### config.mk
export PLATFORM = sky130hd
export DESIGN_NAME = alu_branch_exec
export DESIGN_NICKNAME = d
export VERILOG_FILES = /design/src/include/alu_exec_pkg.sv /design/src/rtl/alu_branch_exec.sv /design/src/rtl/addsub8.sv
export SDC_FILE = /design/constraint.sdc
export NUM_CORES = 1
export LEC_CHECK = 0
export ABC_CLOCK_PERIOD_IN_PS = 13000
export BUFFER_PORTS_ARGS = -buffer_cell sky130_fd_sc_hd__buf_2
export CAP_MARGIN = 40
export CORE_UTILIZATION = 45
export DETAILED_ROUTE_END_ITERATION = 10
export GPL_TIMING_DRIVEN = 0
export PLACE_DENSITY = 0.64
export RECOVER_POWER = 50
export SKIP_CTS_REPAIR_TIMING = 1
export SYNTH_ARGS = -nofsm -noshare
export SYNTH_HDL_FRONTEND = slang
export SYNTH_SLANG_ARGS = --single-unit
### constraint.sdc
create_clock -name clk_sys_i -period 13 [get_ports clk_sys_i]
set_clock_uncertainty 0.15 [all_clocks]
set_input_delay 1.95 -clock clk_sys_i [delete_from_list [all_inputs] [get_ports clk_sys_i]]
set_output_delay 1.95 -clock clk_sys_i [all_outputs]
set_load 0.01 [all_outputs]
### src/include/alu_exec_pkg.sv
/*
 * Shared constants for the ALU and branch execution block: operation codes,
 * status flag bit positions, reset values and per-operation cycle counts.
 * Assumes the decode front end maps each instruction onto one op_e code.
 */
package alu_exec_pkg;

    localparam int PC_W = 16;

    // Status flag byte bit positions
    localparam int FLAG_C = 0;
    localparam int FLAG_Z = 1;
    localparam int FLAG_N = 2;
    localparam int FLAG_V = 3;
    localparam int FLAG_S = 4;
    localparam int FLAG_H = 5;
    localparam int FLAG_T = 6;
    localparam int FLAG_I = 7;

    // Reset values
    localparam logic [PC_W-1:0] PC_RST = 16'h0000;
    localparam logic [7:0] FLAGS_RST = 8'h00;

    // Bit mask base for clearing selected bits
    localparam logic [7:0] CLR_MASK_BASE = 8'hff;

    // Cycle counts
    localparam logic [1:0] CYC_ONE = 2'h1;
    localparam logic [1:0] CYC_TWO = 2'h2;
    localparam logic [1:0] CYC_THREE = 2'h3;

    typedef enum logic [4:0] {
        OP_NOP = 5'h00,
        OP_ADD = 5'h01,
        OP_ADC = 5'h02,
        OP_SUB = 5'h03,
        OP_SBC = 5'h04,
        OP_AND = 5'h05,
        OP_OR = 5'h06,
        OP_EOR = 5'h07,
        OP_CLRBITS = 5'h08,
        OP_SETBITS = 5'h09,
        OP_TEST = 5'h0a,
        OP_CMP = 5'h0b,
        OP_CMPC = 5'h0c,
        OP_WORD_ADD = 5'h0d,
        OP_WORD_SUB = 5'h0e,
        OP_REL_JUMP = 5'h0f,
        OP_PTR_JUMP = 5'h10,
        OP_OFS_CALL = 5'h11,
        OP_EQ_SKIP = 5'h12,
        OP_REGBIT_SKIP = 5'h13,
        OP_IOBIT_SKIP = 5'h14,
        OP_FLAG_BRANCH = 5'h15,
        OP_SIGN_BRANCH = 5'h16,
        OP_IOBIT_SET = 5'h17,
        OP_IOBIT_CLR = 5'h18
    } op_e;

endpackage

### src/rtl/alu_branch_exec.sv
/*
 * Execution stage for arithmetic, logic, compare, skip and branch operations
 * of a small 8-bit core. Holds the program counter and the status flag byte.
 * Assumes the decode front end presents one operation per start_i pulse with
 * operands already read from the register file and I/O space, and that it
 * waits for done_o before issuing the next one.
 */
`timescale 1ns/100ps

//////////////////////////////////////////////////////////////////////////////

// Overview of operation
// RULE_01 - Register add with or without carry writes sum, sets Z C N V H, one clock
// RULE_02 - Word add/subtract immediate works on the pair, sets Z C N V S, two clocks
// RULE_03 - Subtract register or constant, optional carry, sets Z C N V H, one clock
// RULE_04 - AND, OR, XOR with register or constant set only Z N V, one clock; the code also sets S
// RULE_05 - Clear bits ANDs with 0xFF minus constant; set bits ORs; Z N V updated
// RULE_06 - Zero-or-minus test ANDs register with itself, no write, sets Z N V
// RULE_07 - Pointer jump loads program counter from Z pair, two clocks, no flags
// RULE_08 - Offset call sets PC to PC plus offset plus one, pushes return, three clocks
// RULE_09 - Equal compare skip advances PC two or three on match, no flags
// RULE_10 - Compares subtract without storing and set Z N V C H in one clock
// RULE_11 - Register bit skip jumps next instruction when bit equals tested value
// RULE_12 - I/O bit skip jumps next instruction on match, flags untouched
// RULE_13 - Flag branch adds offset plus one when flag matches; one or two clocks
// RULE_14 - Signed branches decide on N xor V, taken at zero or one
// RULE_15 - Same-or-higher taken on carry clear, lower taken on carry set
// RULE_16 - Interrupt enable branches taken on flag set or clear as selected
// RULE_17 - Transfer bit branches taken when the flag holds the tested value
// RULE_18 - Half-carry branches taken when the flag holds the tested value
// RULE_19 - I/O bit set or clear changes only that bit, no flags, two clocks
// RULE_20 - Skip costs one untaken, two over one word, three over two words
module alu_branch_exec (
    input wire logic clk_sys_i,
    input wire logic resetn_i,
    input wire logic start_i,
    input wire logic [4:0] op_i,
    input wire logic use_imm_i,
    input wire logic [7:0] dest_reg_i,
    input wire logic [7:0] source_reg_i,
    input wire logic [7:0] imm_i,
    input wire logic [15:0] word_pair_i,
    input wire logic [15:0] z_pointer_i,
    input wire logic [11:0] offset_i,
    input wire logic [2:0] bit_sel_i,
    input wire logic test_val_i,
    input wire logic [7:0] io_byte_i,
    input wire logic next_two_word_i,
    input wire logic flags_load_i,
    input wire logic [7:0] flags_in_i,
    output logic [7:0] result_o,
    output logic result_we_o,
    output logic [15:0] word_result_o,
    output logic word_we_o,
    output logic [7:0] io_byte_o,
    output logic io_we_o,
    output logic [15:0] push_addr_o,
    output logic push_we_o,
    output logic [15:0] pc_o,
    output logic [7:0] status_flag_byte_o,
    output logic busy_o,
    output logic done_o
);

    //////////////////////////////////////////////////////////////////////////

    typedef enum logic [1:0] {
        ST_IDLE = 2'b01,
        ST_WAIT = 2'b10
    } fsm_e;

    typedef struct packed {
        fsm_e fsm;
        logic [1:0] wait_cnt;
        logic [15:0] pc;
        logic [7:0] flags;
        logic [7:0] result;
        logic result_we;
        logic [15:0] word_result;
        logic word_we;
        logic [7:0] io_byte;
        logic io_we;
        logic [15:0] push_addr;
        logic push_we;
        logic busy;
        logic done;
    } state_s;

    localparam state_s STATE_RST = '{
        fsm: ST_IDLE,
        wait_cnt: 2'h0,
        pc: alu_exec_pkg::PC_RST,
        flags: alu_exec_pkg::FLAGS_RST,
        result: 8'h00,
        result_we: 1'b0,
        word_result: 16'h0000,
        word_we: 1'b0,
        io_byte: 8'h00,
        io_we: 1'b0,
        push_addr: 16'h0000,
        push_we: 1'b0,
        busy: 1'b0,
        done: 1'b0
    };

    state_s s_r;
    state_s s_nxt;

    //////////////////////////////////////////////////////////////////////////
    // Shared 8-bit adder for add, subtract and compare

    alu_exec_pkg::op_e op;
    logic [7:0] operand_b;
    logic is_sub;
    logic use_carry;
    logic [7:0] arith_sum;
    logic arith_c;
    logic arith_h;
    logic arith_v;

    assign op = alu_exec_pkg::op_e'(op_i);
    assign operand_b = use_imm_i ? imm_i : source_reg_i;
    assign is_sub = (op == alu_exec_pkg::OP_SUB) || (op == alu_exec_pkg::OP_SBC)
        || (op == alu_exec_pkg::OP_CMP) || (op == alu_exec_pkg::OP_CMPC);
    assign use_carry = (op == alu_exec_pkg::OP_ADC) || (op == alu_exec_pkg::OP_SBC)
        || (op == alu_exec_pkg::OP_CMPC);

    addsub8 u_addsub8 (
        .a_i(dest_reg_i),
        .b_i(operand_b),
        .cin_i(use_carry & s_r.flags[alu_exec_pkg::FLAG_C]),
        .sub_i(is_sub),
        .sum_o(arith_sum),
        .carry_o(arith_c),
        .half_o(arith_h),
        .ovf_o(arith_v)
    );

    //////////////////////////////////////////////////////////////////////////
    // Next-state helpers, all given a value at the top of the process

    logic [7:0] logic_res;
    logic [16:0] word_res;
    logic [15:0] pc_next_seq;
    logic [15:0] pc_branch;
    logic [15:0] pc_skip;
    logic [1:0] skip_cyc;
    logic [1:0] cyc;
    logic skip_hit;
    logic flag_hit;
    logic wv;
    logic wc;

    always_comb begin
        logic_res = 8'h00;
        word_res = 17'h00000;
        wv = 1'b0;
        wc = 1'b0;
        pc_next_seq = s_r.pc + 16'h0001;
        // Offset arrives sign-extended to 12 bits from decode
        pc_branch = s_r.pc + {{4{offset_i[11]}}, offset_i} + 16'h0001;
        // A skip steps over one or two words; the cost grows with it
        pc_skip = next_two_word_i ? s_r.pc + 16'h0003 : s_r.pc + 16'h0002; // RULE_20
        skip_cyc = next_two_word_i ? alu_exec_pkg::CYC_THREE : alu_exec_pkg::CYC_TWO; // RULE_20
        skip_hit = 1'b0;
        flag_hit = (s_r.flags[bit_sel_i] == test_val_i); // RULE_15
        cyc = alu_exec_pkg::CYC_ONE;
        s_nxt = s_r;
        s_nxt.result_we = 1'b0;
        s_nxt.word_we = 1'b0;
        s_nxt.io_we = 1'b0;
        s_nxt.push_we = 1'b0;
        s_nxt.done = 1'b0;

        case (s_r.fsm)
            ST_IDLE: begin
                if (start_i) begin
                    s_nxt.pc = pc_next_seq;
                    case (op)
                        alu_exec_pkg::OP_ADD, alu_exec_pkg::OP_ADC,
                        alu_exec_pkg::OP_SUB, alu_exec_pkg::OP_SBC,
                        alu_exec_pkg::OP_CMP, alu_exec_pkg::OP_CMPC: begin
                            // Compares share the subtractor but never write back
                            s_nxt.result = arith_sum; // RULE_01
                            s_nxt.result_we = !(op == alu_exec_pkg::OP_CMP
                                || op == alu_exec_pkg::OP_CMPC); // RULE_10
                            s_nxt.flags[alu_exec_pkg::FLAG_C] = arith_c; // RULE_03
                            s_nxt.flags[alu_exec_pkg::FLAG_H] = arith_h; // RULE_01
                            s_nxt.flags[alu_exec_pkg::FLAG_V] = arith_v; // RULE_03
                            s_nxt.flags[alu_exec_pkg::FLAG_N] = arith_sum[7]; // RULE_10
                            s_nxt.flags[alu_exec_pkg::FLAG_S] = arith_sum[7] ^ arith_v;
                            // Carry-chained subtract keeps Z across a multi-byte compare
                            if (is_sub && use_carry) begin
                                s_nxt.flags[alu_exec_pkg::FLAG_Z] = (arith_sum == 8'h00)
                                    & s_r.flags[alu_exec_pkg::FLAG_Z]; // RULE_10
                            end else begin
                                s_nxt.flags[alu_exec_pkg::FLAG_Z] =
                                    (arith_sum == 8'h00); // RULE_01
                            end
                        end
                        alu_exec_pkg::OP_AND, alu_exec_pkg::OP_OR, alu_exec_pkg::OP_EOR,
                        alu_exec_pkg::OP_CLRBITS, alu_exec_pkg::OP_SETBITS,
                        alu_exec_pkg::OP_TEST: begin
                            case (op)
                                alu_exec_pkg::OP_AND: logic_res = dest_reg_i & operand_b; // RULE_04
                                alu_exec_pkg::OP_OR: logic_res = dest_reg_i | operand_b; // RULE_04
                                alu_exec_pkg::OP_EOR: logic_res = dest_reg_i ^ operand_b; // RULE_04
                                alu_exec_pkg::OP_CLRBITS: begin
                                    logic_res = dest_reg_i
                                        & (alu_exec_pkg::CLR_MASK_BASE - imm_i); // RULE_05
                                end
                                alu_exec_pkg::OP_SETBITS: logic_res = dest_reg_i | imm_i; // RULE_05
                                default: logic_res = dest_reg_i & dest_reg_i; // RULE_06
                            endcase
                            s_nxt.result = logic_res;
                            // The test leaves the register as it was
                            s_nxt.result_we = (op != alu_exec_pkg::OP_TEST); // RULE_06
                            s_nxt.flags[alu_exec_pkg::FLAG_Z] = (logic_res == 8'h00); // RULE_04
                            s_nxt.flags[alu_exec_pkg::FLAG_N] = logic_res[7]; // RULE_04
                            s_nxt.flags[alu_exec_pkg::FLAG_V] = 1'b0; // RULE_04
                            s_nxt.flags[alu_exec_pkg::FLAG_S] = logic_res[7];
                        end
                        alu_exec_pkg::OP_WORD_ADD, alu_exec_pkg::OP_WORD_SUB: begin
                            if (op == alu_exec_pkg::OP_WORD_ADD) begin
                                word_res = {1'b0, word_pair_i} + {9'h000, imm_i}; // RULE_02
                                wv = ~word_pair_i[15] & word_res[15];
                                wc = ~word_res[15] & word_pair_i[15];
                            end else begin
                                word_res = {1'b0, word_pair_i} - {9'h000, imm_i}; // RULE_02
                                wv = word_pair_i[15] & ~word_res[15];
                                wc = word_res[15] & ~word_pair_i[15];
                            end
                            s_nxt.word_result = word_res[15:0];
                            s_nxt.word_we = 1'b1;
                            s_nxt.flags[alu_exec_pkg::FLAG_Z] = (word_res[15:0] == 16'h0000);
                            s_nxt.flags[alu_exec_pkg::FLAG_C] = wc; // RULE_02
                            s_nxt.flags[alu_exec_pkg::FLAG_N] = word_res[15]; // RULE_02
                            s_nxt.flags[alu_exec_pkg::FLAG_V] = wv; // RULE_02
                            s_nxt.flags[alu_exec_pkg::FLAG_S] = word_res[15] ^ wv; // RULE_02
                            cyc = alu_exec_pkg::CYC_TWO; // RULE_02
                        end
                        alu_exec_pkg::OP_REL_JUMP: begin
                            s_nxt.pc = pc_branch;
                            cyc = alu_exec_pkg::CYC_TWO;
                        end
                        alu_exec_pkg::OP_PTR_JUMP: begin
                            s_nxt.pc = z_pointer_i; // RULE_07
                            cyc = alu_exec_pkg::CYC_TWO; // RULE_07
                        end
                        alu_exec_pkg::OP_OFS_CALL: begin
                            s_nxt.pc = pc_branch; // RULE_08
                            s_nxt.push_addr = pc_next_seq; // RULE_08
                            s_nxt.push_we = 1'b1; // RULE_08
                            cyc = alu_exec_pkg::CYC_THREE; // RULE_08
                        end
                        alu_exec_pkg::OP_EQ_SKIP, alu_exec_pkg::OP_REGBIT_SKIP,
                        alu_exec_pkg::OP_IOBIT_SKIP: begin
                            case (op)
                                alu_exec_pkg::OP_EQ_SKIP: begin
                                    skip_hit = (dest_reg_i == source_reg_i); // RULE_09
                                end
                                alu_exec_pkg::OP_REGBIT_SKIP: begin
                                    skip_hit = (source_reg_i[bit_sel_i] == test_val_i); // RULE_11
                                end
                                default: skip_hit = (io_byte_i[bit_sel_i] == test_val_i); // RULE_12
                            endcase
                            // Skips leave every flag alone
                            if (skip_hit) begin
                                s_nxt.pc = pc_skip; // RULE_09
                                cyc = skip_cyc; // RULE_20
                            end
                        end
                        alu_exec_pkg::OP_FLAG_BRANCH: begin
                            // One path serves carry, interrupt enable, T and H selects
                            if (flag_hit) begin // RULE_16 RULE_17 RULE_18
                                s_nxt.pc = pc_branch; // RULE_13
                                cyc = alu_exec_pkg::CYC_TWO; // RULE_13
                            end
                        end
                        alu_exec_pkg::OP_SIGN_BRANCH: begin
                            if ((s_r.flags[alu_exec_pkg::FLAG_N]
                                ^ s_r.flags[alu_exec_pkg::FLAG_V]) == test_val_i) begin // RULE_14
                                s_nxt.pc = pc_branch; // RULE_14
                                cyc = alu_exec_pkg::CYC_TWO; // RULE_13
                            end
                        end
                        alu_exec_pkg::OP_IOBIT_SET, alu_exec_pkg::OP_IOBIT_CLR: begin
                            // Only the chosen bit moves; the whole byte is written back as read, set write-one-to-clear flags included
                            s_nxt.io_byte = io_byte_i;
                            s_nxt.io_byte[bit_sel_i] = (op == alu_exec_pkg::OP_IOBIT_SET); // RULE_19
                            s_nxt.io_we = 1'b1; // RULE_19
                            cyc = alu_exec_pkg::CYC_TWO; // RULE_19
                        end
                        default: begin
                            cyc = alu_exec_pkg::CYC_ONE;
                        end
                    endcase
                    if (cyc == alu_exec_pkg::CYC_ONE) begin
                        s_nxt.done = 1'b1;
                    end else begin
                        s_nxt.fsm = ST_WAIT;
                        s_nxt.busy = 1'b1;
                        s_nxt.wait_cnt = cyc - 2'h1;
                    end
                end else if (flags_load_i) begin
                    s_nxt.flags = flags_in_i;
                end
            end
            ST_WAIT: begin
                // Extra clocks of a multi-cycle operation; requests are ignored
                s_nxt.wait_cnt = s_r.wait_cnt - 2'h1;
                if (s_r.wait_cnt == 2'h1) begin
                    s_nxt.fsm = ST_IDLE;
                    s_nxt.busy = 1'b0;
                    s_nxt.done = 1'b1;
                end
            end
            default: begin
                s_nxt = STATE_RST;
            end
        endcase
    end

    //////////////////////////////////////////////////////////////////////////

    always_ff @(posedge clk_sys_i) begin
        if (!resetn_i) begin
            s_r <= STATE_RST;
        end else begin
            s_r <= s_nxt;
        end
    end

    assign result_o = s_r.result;
    assign result_we_o = s_r.result_we;
    assign word_result_o = s_r.word_result;
    assign word_we_o = s_r.word_we;
    assign io_byte_o = s_r.io_byte;
    assign io_we_o = s_r.io_we;
    assign push_addr_o = s_r.push_addr;
    assign push_we_o = s_r.push_we;
    assign pc_o = s_r.pc;
    assign status_flag_byte_o = s_r.flags;
    assign busy_o = s_r.busy;
    assign done_o = s_r.done;

endmodule

### src/rtl/addsub8.sv
/*
 * Eight-bit adder/subtractor with carry-in and the carry, half-carry and
 * overflow terms of the status flag byte. Purely combinational; the caller
 * registers the results.
 */
`timescale 1ns/100ps

module addsub8 (
    input wire logic [7:0] a_i,
    input wire logic [7:0] b_i,
    input wire logic cin_i,
    input wire logic sub_i,
    output logic [7:0] sum_o,
    output logic carry_o,
    output logic half_o,
    output logic ovf_o
);

    logic [7:0] r;

    always_comb begin
        if (sub_i) begin
            r = a_i - b_i - {7'h00, cin_i};
            // Borrow terms: carry and half carry mean borrow on subtract
            carry_o = (~a_i[7] & b_i[7]) | (b_i[7] & r[7]) | (r[7] & ~a_i[7]);
            half_o = (~a_i[3] & b_i[3]) | (b_i[3] & r[3]) | (r[3] & ~a_i[3]);
            ovf_o = (a_i[7] & ~b_i[7] & ~r[7]) | (~a_i[7] & b_i[7] & r[7]);
        end else begin
            r = a_i + b_i + {7'h00, cin_i};
            carry_o = (a_i[7] & b_i[7]) | (b_i[7] & ~r[7]) | (~r[7] & a_i[7]);
            half_o = (a_i[3] & b_i[3]) | (b_i[3] & ~r[3]) | (~r[3] & a_i[3]);
            ovf_o = (a_i[7] & b_i[7] & ~r[7]) | (~a_i[7] & ~b_i[7] & r[7]);
        end
        sum_o = r;
    end

endmodule

==> key figures, run 1 <==
Timing
  – Final Max Slew Viols: 0
  – Worst hold slack: 303 ps
  – Setup violators final: 0
  – Rel. slew slack: 40.2%
  – Fin Setup TNS: 0 ps
  – Final min period: 7000 ps
  – FMAX: 143 MHz
  – RSZ-0062 raised after global routing: no
  – Worst Tran Pin Value: 874 ps
  – Final hold violations: 0
  – Final period util: 53.9%

Pwr
  – PwrDens: 104 nW/um^2
  – Design Power: 1130 uW
  – Leak: 0.00448 uW
  – Peak VDD IR: 0.0000672 V

Route
  – DR pass1 iterations: 5
  – Routed vias/inst: 5.93
  – Iter 0 DRT Violations: 741
  – Residual DRC count: 0
  – WL final: 31800 um
  – Vias: 10200
  – Met2 WL: 14900 um
  – Met1 Wirelength: 13800 um
  – Top Metal Used: met5
  – WL per Instance: 18.5 um
  – Detailed-routed wire length on met3: 1890 um
  – Post-DRT Antenna Nets: 0

Global route
  – Gr ovfl total: 0
  – Largest net degree at the start of global routing: 15
  – Initial antenna violation count: 1
  – GRT Total Usage: 29.4%
  – Global-route wire length before repair: 50000 um
  – Number of global-route vias before repair: 9431

Synth
  – Synth cell types: 95
  – Register bit total from synthesis: 82
  – Syn_area_per_cell: 7.46 sq um
  – Post-synth EDFFs: 0
  – Top post-synthesis cells by count: nor2_1 (114), nand2_1 (99), a21oi_1 (95)
  – Count leader, synth: nor2_1
  – Cells after Synth: 1259
  – Mapped cell area: 9390 sq um
  – Synth top area share: 17.5%
  – Dominant cell type by area after synthesis: dfxtp_1
  – Yosys warns: 0
  – Ranking of synthesized cells by area: dfxtp_1 (17%), ha_1 (9.1%), buf_4 (6.1%)
  – Syn Nets: 1435
  – Post-synth ARST share: 0%
  – Seq/Total Area, Yosys: 17.5%
  – Synth Flop Type: dfxtp_1

Worst setup path
  – Crit path arrival time: 7120 ps
  – Slowest cell on the critical path: or4_1
  – WS Path Type: input pin to flip-flop
  – Reg2reg setup slack: 8830 ps
  – Worst Setup End Kind: flip-flop
  – Crit-path max FO: 10
  – Critical path data required time: 13120 ps
  – Critical-path cell list: buf_2, clkbuf_1, clkbuf_1, clkbuf_1, mux2i_1, nor3_1, nand2_1, inv_1, fa_1, a21oi_1, o21ba_2, o31ai_1, a21oi_1, o21bai_1, fa_1, nor2b_1, a211oi_1, or4_1, o221a_1, or4_1, a21oi_1
  – Startpoint Class: input pin
  – Max stage delay on crit path: 580 ps

Cells and area
  – Ant diodes: 0
  – Final net count: 1617
  – Area grow syn2layout: 15.3%
  – Layout cell share with drive strength beyond 1: 18.0%
  – Layout filler cell count: 2137

Place
  – IO Port Bufs: 168
  – RD Place Congestion: 0.948
  – Hpwl dp: 25600 um

Floorplanning
  – Die Span Y: 146 um
  – Die area: 21400 sq um
  – Core area: 20400 sq um
  – Site row count: 52
  – Die W: 146 um
  – I/O Pins: 177
  – Initial Util: 46.1%

Clock network
  – CTS clock-pin slew for the worst setup and hold paths: 60 ps
  – CTS Buffer Depth: 2
  – CTS Sinks: 82
  – CTS tree: yes
  – H-tree depth: 3
  – Clock Tree Root: clkbuf_16
  – Clk_lat worst skew: 350 ps
  – Cts bufs inserted: 9

Status
  – Status: finished clean

Flow run
  – Max_cap viols: 0

Hold path
  – Hold crit path type: flip-flop to flip-flop
[per-layer routing]
| layer | track usage [%] | vias up |
|---|---|---|
| met1 | 38.2 | 4809 |
| met2 | 49.2 | 398 |
| met5 | 0 | - |
| met3 | 3.50 | 71 |
| li1 | - | 4896 |
| met4 | 12.4 | 2 |
[metrics by stage]
step | cell area [sq um] | setup WS, ps | utilization (%) | std cells
after global placement | 10600 | 6040 | 51.9 | 1697
after floorplan | 9390 | 6830 | - | 1259
after global routing | 10800 | 5580 | 53.2 | 1716
final | 10800 | 6000 | 53.2 | 1716
after detailed placement | 10600 | 5980 | 52.0 | 1700
after CTS | 10900 | 6340 | 53.5 | 1716
[flip-flops by register name (all words and copies together), names as in the netlist]
name and count:
busy_o 1, done_o 1, io_byte_o 8, io_we_o 1, pc_o 16, push_addr_o 16, push_we_o 1, result_o 8
result_we_o 1, s_r 4, status_flag_byte_o 8, word_result_o 16, word_we_o 1
[report_power, final]
part / switching [uW] / internal, uW
sequential: 24.4 / 277
clock: 114 / 160
combinational: 351 / 200
total: 490 / 638
[area by class of cell]
type                    instances  area (sq um)  area share (%)
repair buffers                171           787            7.27
clock buffers                  11           253            2.33
multi-input cells             965          6660            61.5
plain buffers                 141           821            7.58
clock inverters                 5          61.3           0.566
well taps                     270           338            3.12
flip-flops and latches         82          1640            15.2
inverters                      71           267            2.46
[worst max-delay path: cells and delay by family]
kind / cells / cell delay, ps
compound gates: 8 / 1450
buf+inv: 5 / 1420
simple gates: 5 / 1420
fa+ha+maj: 2 / 700
mux: 1 / 160
[logic make-up (layout without fill, tap and decap cells)]
logic type	after synthesis	after routing	share of synthesized area, %
mux	35	35	4.37
flops	82	82	17.5
buf+inv	212	399	11.7
compound gates	382	382	28.0
xor+xnor	60	60	5.76
fa+ha+maj	78	78	11.1
simple gates	410	410	21.6
[placed cells by master (no fill, tap or decap), types with 6 or more instances in the layout]
cell	Yosys	routed
nand2_1	99	99
a21oi_1	95	95
o21bai_1	7	7
xor2_1	21	21
o211ai_1	13	13
nor3_1	51	50
o21ai_0	68	68
fa_1	9	9
nor3b_1	7	7
and3_1	6	6
a221oi_1	9	9
a21o_1	13	13
a211oi_1	13	13
nor2b_1	12	12
clkbuf_16	0	9
dfxtp_1	82	82
nand3_1	27	27
clkbuf_4	0	22
clkbuf_1	51	109
ha_1	68	68
or3_1	9	9
buf_2	10	123
or4_1	7	7
mux2i_1	23	23
mux2_2	8	8
nand3b_1	9	9
a31oi_1	9	9
o21a_1	13	13
or2_2	9	9
inv_1	70	70
nor2_1	114	114
buf_4	76	53
nor4_1	12	12
nand2b_1	7	7
xnor2_1	38	38
o22ai_1	14	14
nand4_1	14	14
a22oi_1	31	31
[final timing paths]
check             cells after the start                    end                  start
setup reg to reg                     15  status_flag_byte_o[3]  status_flag_byte_o[0]
hold reg to reg                       2         push_addr_o[6]         push_addr_o[6]
hold / removal                        2         push_addr_o[6]         push_addr_o[6]
setup / recovery                     21  status_flag_byte_o[3]                op_i[1]
Note: power is estimated with default switching activity, not from simulation.
==> inputs of run 2 (changes only) <==
- ABC_AREA: not set -> 1
- ABC_CLOCK_PERIOD_IN_PS: 13000 -> 6520
- clock period: 13 -> 6.52 ns (I/O delays scaled with it)
==> key figures, run 2 <==
Place
  – Hpwl dp: 27100 um (+5.9%)
  – RD Place Congestion: 0.969 (+2.2%)
  – DP Area: 10900 sq um (+2.9%)
  – Placed cell count: 2094 (+23%)
  – IO Port Bufs: 174 (+3.6%)

Flow run
  – Max_cap viols: 0 (unchanged)

Floorplanning
  – Die Span Y: 149 um (+1.5%)
  – I/O Pins: 177 (unchanged)
  – Site row count: 53 (+1.9%)
  – Initial Util: 45.9% (-0.19 points)
  – Core area: 21100 sq um (+3.6%)
  – Die area: 22100 sq um (+3.1%)
  – Die W: 149 um (+1.5%)

Global route
  – Gr ovfl total: 0 (unchanged)
  – Initial antenna violation count: 0 (-1)
  – Number of global-route vias before repair: 10000 (+6.5%)
  – Global-route wire length before repair: 51800 um (+3.7%)
  – GRT Total Usage: 29.8% (+0.43 points)
  – Largest net degree at the start of global routing: 16 (+1)

Cells and area
  – Ant diodes: 0 (unchanged)
  – Post-Route Utilization: 52.8% (-0.32 points)
  – Area grow syn2layout: 15.1%
  – Most common cell after layout, fill and taps aside: nand2_1
  – Final std cells w/o fill: 2110 (+23%)
  – Layout cell share with drive strength beyond 1: 14.4% (-3.6 points)
  – Final net count: 2006 (+24%)
  – Most frequent cells in the layout: nand2_1 (518), inv_1 (191), nor2_1 (131)
  – Final instance area: 11100 sq um (+2.9%)

Timing
  – Final Max Slew Viols: 0 (unchanged)
  – Fin Setup TNS: 0 ps (unchanged)
  – Worst Tran Pin Value: 804 ps (-69.8 ps)
  – Setup violators final: 0 (unchanged)
  – FMAX: 221 MHz
  – Final min period: 4520 ps
  – RSZ-0062 raised after global routing: no
  – Final hold violations: 0 (unchanged)
  – Final period util: 69.4%
  – Rel. slew slack: 46.2% (+6.0 points)

Synth
  – Mapped cell area: 9680 sq um (+3.1%)
  – Syn Nets: 1821 (+27%)
  – Yosys warns: 0 (unchanged)
  – Post-synth EDFFs: 0 (unchanged)
  – Top post-synthesis cells by count: nand2_1 (518), inv_1 (191), nor2_1 (129)
  – Post-synth ARST share: 0% (unchanged)
  – Ranking of synthesized cells by area: nand2_1 (20%), dfxtp_1 (17%), ha_1 (8.8%)
  – Synth cell types: 52 (-45%)
  – Synth top area share: 20.1% (+2.6 points)
  – Cells after Synth: 1645 (+31%)
  – Syn_area_per_cell: 5.89 sq um (-21%)
  – Seq/Total Area, Yosys: 17.0% (-0.53 points)
  – Dominant cell type by area after synthesis: nand2_1
  – Synth Flop Type: dfxtp_1
  – Register bit total from synthesis: 82 (unchanged)
  – Count leader, synth: nand2_1

Route
  – Residual DRC count: 0 (unchanged)
  – WL final: 33200 um (+4.3%)
  – Vias: 11100 (+8.9%)
  – Post-DRT Antenna Nets: 0 (unchanged)
  – DR pass1 iterations: 5 (unchanged)
  – Routed vias/inst: 5.25 (-11%)
  – WL per Instance: 15.7 um (-15%)
  – Iter 0 DRT Violations: 943 (+27%)

Clock network
  – Clk_lat worst skew: 350 ps (about the same)
  – H-tree depth: 3 (unchanged)
  – CTS clock-pin slew for the worst setup and hold paths: 70 ps (about the same)
  – CTS Sinks: 82 (unchanged)
  – CTS Buffer Depth: 2 (unchanged)
  – CTS tree: yes
  – Clock Tree Root: clkbuf_16
  – Cts bufs inserted: 9 (unchanged)

Pwr
  – PwrDens: 212 nW/um^2 (+100%)
  – Peak VDD IR: 0.000155 V (+130%)
  – Leak: 0.00561 uW (+25%)

Worst setup path
  – Reg2reg setup slack: 3150 ps (-5680 ps)
  – Critical path data required time: 6570 ps (-6550 ps)
  – Worst Reg2Reg Path Length in Cells: 16 (+1)
  – Crit path arrival time: 4570 ps (-2550 ps)
  – Startpoint Class: input pin
  – Reg2reg end: status_flag_byte_o[2]
  – Worst Setup End Kind: flip-flop
  – WS Path Type: input pin to flip-flop
  – Crit-path max FO: 5 (-5)
  – R2R Path Start: status_flag_byte_o[0]

Hold path
  – Worst hold path endpoint: busy_o
  – Hold crit path type: flip-flop to flip-flop
  – Hold depth: 2 (unchanged)
  – HP Start: busy_o

Status
  – Status: finished clean
run 2: changes by cell type after synthesis, sizes merged, moves of 29 or more:
| cell | delta |
|---|---|
| nand2 | +425 |
| inv | +137 |
| clkbuf | -37 |
| nor3 | -34 |
| a21oi | +30 |
| a22oi | -29 |
| nand3 | +102 |
run 2: cell families (layout without fill, tap and decap cells):
kind of cell    count (synthesis)  after routing  share of synthesized area (%)
xor+xnor                       46             46                           4.16
compound gates                277            277                           16.0
buf+inv                       307            497                           14.9
simple gates                  856            856                           37.3
fa+ha+maj                      77             77                           10.6
flops                          82             82                           17.0
run 2: metal layers:
layer | GRT usage [%] | part of all wire [%] | vias up
met1 | 39.7 | 44 | 4981
met2 | 50.8 | 47 | 413
li1 | - | - | 5643
met3 | 2.61 | 6.8 | 49
met5 | 0 | 0 | -
met4 | 9.38 | 2.1 | 0
run 2: power breakdown:
group,total (uW),leakage (uW),switching [uW],internal [uW]
registers,623,0.000664,60.4,563
clock network,554,0.000159,229,324
logic,1180,0.00479,786,396
total,2360,0.00561,1080,1280
run 2: how the worst max path moves through the flow:
stage	from	slack, ps	cells past startpoint	end
finish	op_i[0]	2000	21	status_flag_byte_o[2]
global route	op_i[0]	1760	21	status_flag_byte_o[2]
CTS	op_i[0]	2090	21	status_flag_byte_o[2]
detailed placement	op_i[0]	1730	21	status_flag_byte_o[2]
global placement	op_i[0]	1740	21	status_flag_byte_o[2]
floorplan	op_i[0]	2620	25	status_flag_byte_o[1]
run 2: worst max-delay path, stage by stage:
cell and delay (ps):
clkbuf_1 130, inv_1 170, nand3_1 200, or2_2 320
nand2_1 150, inv_1 50, nor2_1 200, fa_1 290
nand4_1 110, nand3_1 140, a21oi_1 110, o21bai_1 220
fa_1 470, inv_1 90, nand2_1 50, o21ai_1 220
nor3_1 110, o21ai_0 330, nand2_1 90, nand2_1 80
a21oi_1 60
run 2: per-stage QoR:
step,setup WS [ps],power (uW),hold slack [ps]
detailed placement,1730,1800,302
finish,2000,2360,307
global placement,1740,1800,293
CTS,2090,2350,312
floorplan,2620,1430,290
global route,1760,2530,337
run 2: cell type report:
cell class | count | area (sq um)
timing repair buffer | 174 | 800
buffer | 98 | 654
clock buffer | 11 | 253
inverter | 209 | 785
clock inverter | 5 | 67.6
sequential | 82 | 1640
tap | 275 | 344
multi-input combinational | 1256 | 6600
fill | 2317 | 9950
==> inputs of run 3 (changes only) <==
- ABC_CLOCK_PERIOD_IN_PS: 6520 -> 4000
- PLACE_DENSITY: 0.64 -> 0.66
- clock period: 6.52 -> 4 ns (I/O delays scaled with it)
==> key figures, run 3 (same netlist as run 2, synthesis figures left out) <==
Clock network
  – CTS Buffer Depth: 2 (unchanged)
  – H-tree depth: 3 (unchanged)
  – CTS tree: yes
  – Cts bufs inserted: 9 (unchanged)
  – Clk_lat worst skew: 340 ps (about the same)
  – CTS clock-pin slew for the worst setup and hold paths: 70 ps (about the same)
  – CTS Sinks: 82 (unchanged)
  – Clock Tree Root: clkbuf_16

Hold path
  – Hold crit path type: flip-flop to flip-flop
  – HP Start: word_result_o[4]

Worst setup path
  – Reg2reg setup slack: 850 ps (-2300 ps)
  – WS Path Type: input pin to flip-flop
  – Crit path launch: op_i[0]
  – Startpoint Class: input pin
  – Worst Setup End Kind: flip-flop
  – CP endpoint: status_flag_byte_o[3]
  – Critical path data required time: 4050 ps (-2520 ps)
  – R2R Path Start: status_flag_byte_o[0]
  – Reg2reg end: status_flag_byte_o[4]
  – Crit-path max FO: 5 (unchanged)
  – Crit path arrival time: 3760 ps (-810 ps)
  – Worst Reg2Reg Path Length in Cells: 17 (+1)

Place
  – IO Port Bufs: 174 (unchanged)
  – Hpwl dp: 27300 um (+0.58%)
  – Placed cell count: 2094 (unchanged)
  – RD Place Congestion: 0.969 (about the same)
  – Post-placement setup slack: -462 ps (-2200 ps)

Route
  – Residual DRC count: 0 (unchanged)
  – Met1 Wirelength: 14600 um (-0.68%)
  – Top Metal Used: met4
  – Met2 WL: 15400 um (-0.96%)
  – Post-DRT Antenna Nets: 0 (unchanged)
  – Iter 0 DRT Violations: 786 (-17%)
  – Detailed-routed wire length on met3: 2210 um (-1.5%)
  – WL per Instance: 15.7 um (-0.39%)
  – WL final: 33000 um (-0.39%)
  – Routed vias/inst: 5.31 (+1.1%)
  – Vias: 11200 (+1.1%)
  – DR pass1 iterations: 5 (unchanged)

Cells and area
  – Area grow syn2layout: 15.5%
  – Final net count: 2006 (unchanged)
  – Most frequent cells in the layout: nand2_1 (516), inv_1 (189), nor2_1 (129)
  – Layout filler cell count: 2283 (-1.5%)
  – Ant diodes: 0 (unchanged)
  – Layout cell share with drive strength beyond 1: 15.1% (+0.65 points)
  – Final std cells w/o fill: 2110 (unchanged)
  – Most common cell after layout, fill and taps aside: nand2_1

Flow run
  – Max_cap viols: 0 (unchanged)

Global route
  – Initial antenna violation count: 0 (unchanged)
  – Largest net degree at the start of global routing: 16 (unchanged)
  – Global-route wire length before repair: 51600 um (-0.35%)
  – Number of global-route vias before repair: 9978 (-0.63%)
  – GRT Total Usage: 29.7% (-0.15 points)
  – Gr ovfl total: 0 (unchanged)

Pwr
  – Peak VDD IR: 0.000271 V (+75%)
  – Leak: 0.00562 uW (+0.16%)
  – PwrDens: 345 nW/um^2 (+63%)

Timing
  – Worst setup margin: 290 ps (-1710 ps)
  – Final Max Slew Viols: 0 (unchanged)
  – Rel. slew slack: 44.6% (-1.6 points)
  – FMAX: 270 MHz
  – Setup violators final: 0 (unchanged)
  – Worst hold slack: 317 ps (+9.93 ps)
  – Final period util: 92.7%
  – Final min period: 3710 ps
  – Fin Setup TNS: 0 ps (unchanged)
  – Worst Tran Pin Value: 822 ps (+17.5 ps)
  – Final hold violations: 0 (unchanged)

Floorplanning
  – Die W: 149 um (unchanged)
  – Die area: 22100 sq um (unchanged)
  – Initial Util: 45.9% (unchanged)
  – I/O Pins: 177 (unchanged)
  – Site row count: 53 (unchanged)
  – Die Span Y: 149 um (unchanged)
  – Core area: 21100 sq um (unchanged)

Status
  – Status: finished clean
run 3: worst max-delay path: stages:
cell	delay, ps
buf_2	140
inv_2	120
nand3_4	100
or2_2	300
nand2_2	110
inv_1	70
nor2_2	150
inv_1	70
fa_1	380
ha_1	300
nand2_1	70
nand2_1	100
nand4_1	210
nand3_2	150
nand2_2	90
o211ai_1	260
nand2_1	120
nand2_1	70
nand2_1	50
nand2_1	110
nand2_1	80
nand2_1	60
a21oi_1	50
run 3: per-layer routing:
metal | global-route usage [%] | vias to the layer above
met4 | 9.54 | 0
li1 | - | 5645
met3 | 2.88 | 52
met5 | 0 | -
met1 | 39.2 | 5081
met2 | 50.6 | 427
run 3: metrics by stage:
stage          utilization, %  total power (uW)  area [sq um]
2_1_floorplan               -              2340          9680
3_3_place_gp             51.7              2940         10900
3_5_place_dp             51.7              2950         10900
4_1_cts                  53.2              3850         11200
5_1_grt                  53.0              4130         11200
6_report                 53.0              3860         11200
run 3: final cells by class:
type	instances	area (sq um)	area share [%]
clock inverter	5	67.6	0.604
multi-input combinational	1256	6630	59.3
inverter	209	787	7.04
buffer	98	657	5.87
tap	275	344	3.08
timing repair buffer	174	802	7.17
sequential	82	1640	14.7
clock buffer	11	253	2.26
run 3: worst min-delay path by stage:
stage / endpoint / slack [ps] / cells after the start
floorplan: word_result_o[15] / 290 / 2
global placement: word_result_o[1] / 300 / 2
detailed placement: word_result_o[14] / 310 / 2
CTS: word_result_o[2] / 320 / 2
global route: word_result_o[14] / 330 / 2
finish: word_result_o[4] / 320 / 2
run 3: power breakdown:
| group | internal, uW | switching (uW) | leakage [uW] |
|---|---|---|---|
| clock | 529 | 373 | 0.000159 |
| sequential | 917 | 101 | 0.000664 |
| combinational | 648 | 1290 | 0.00480 |
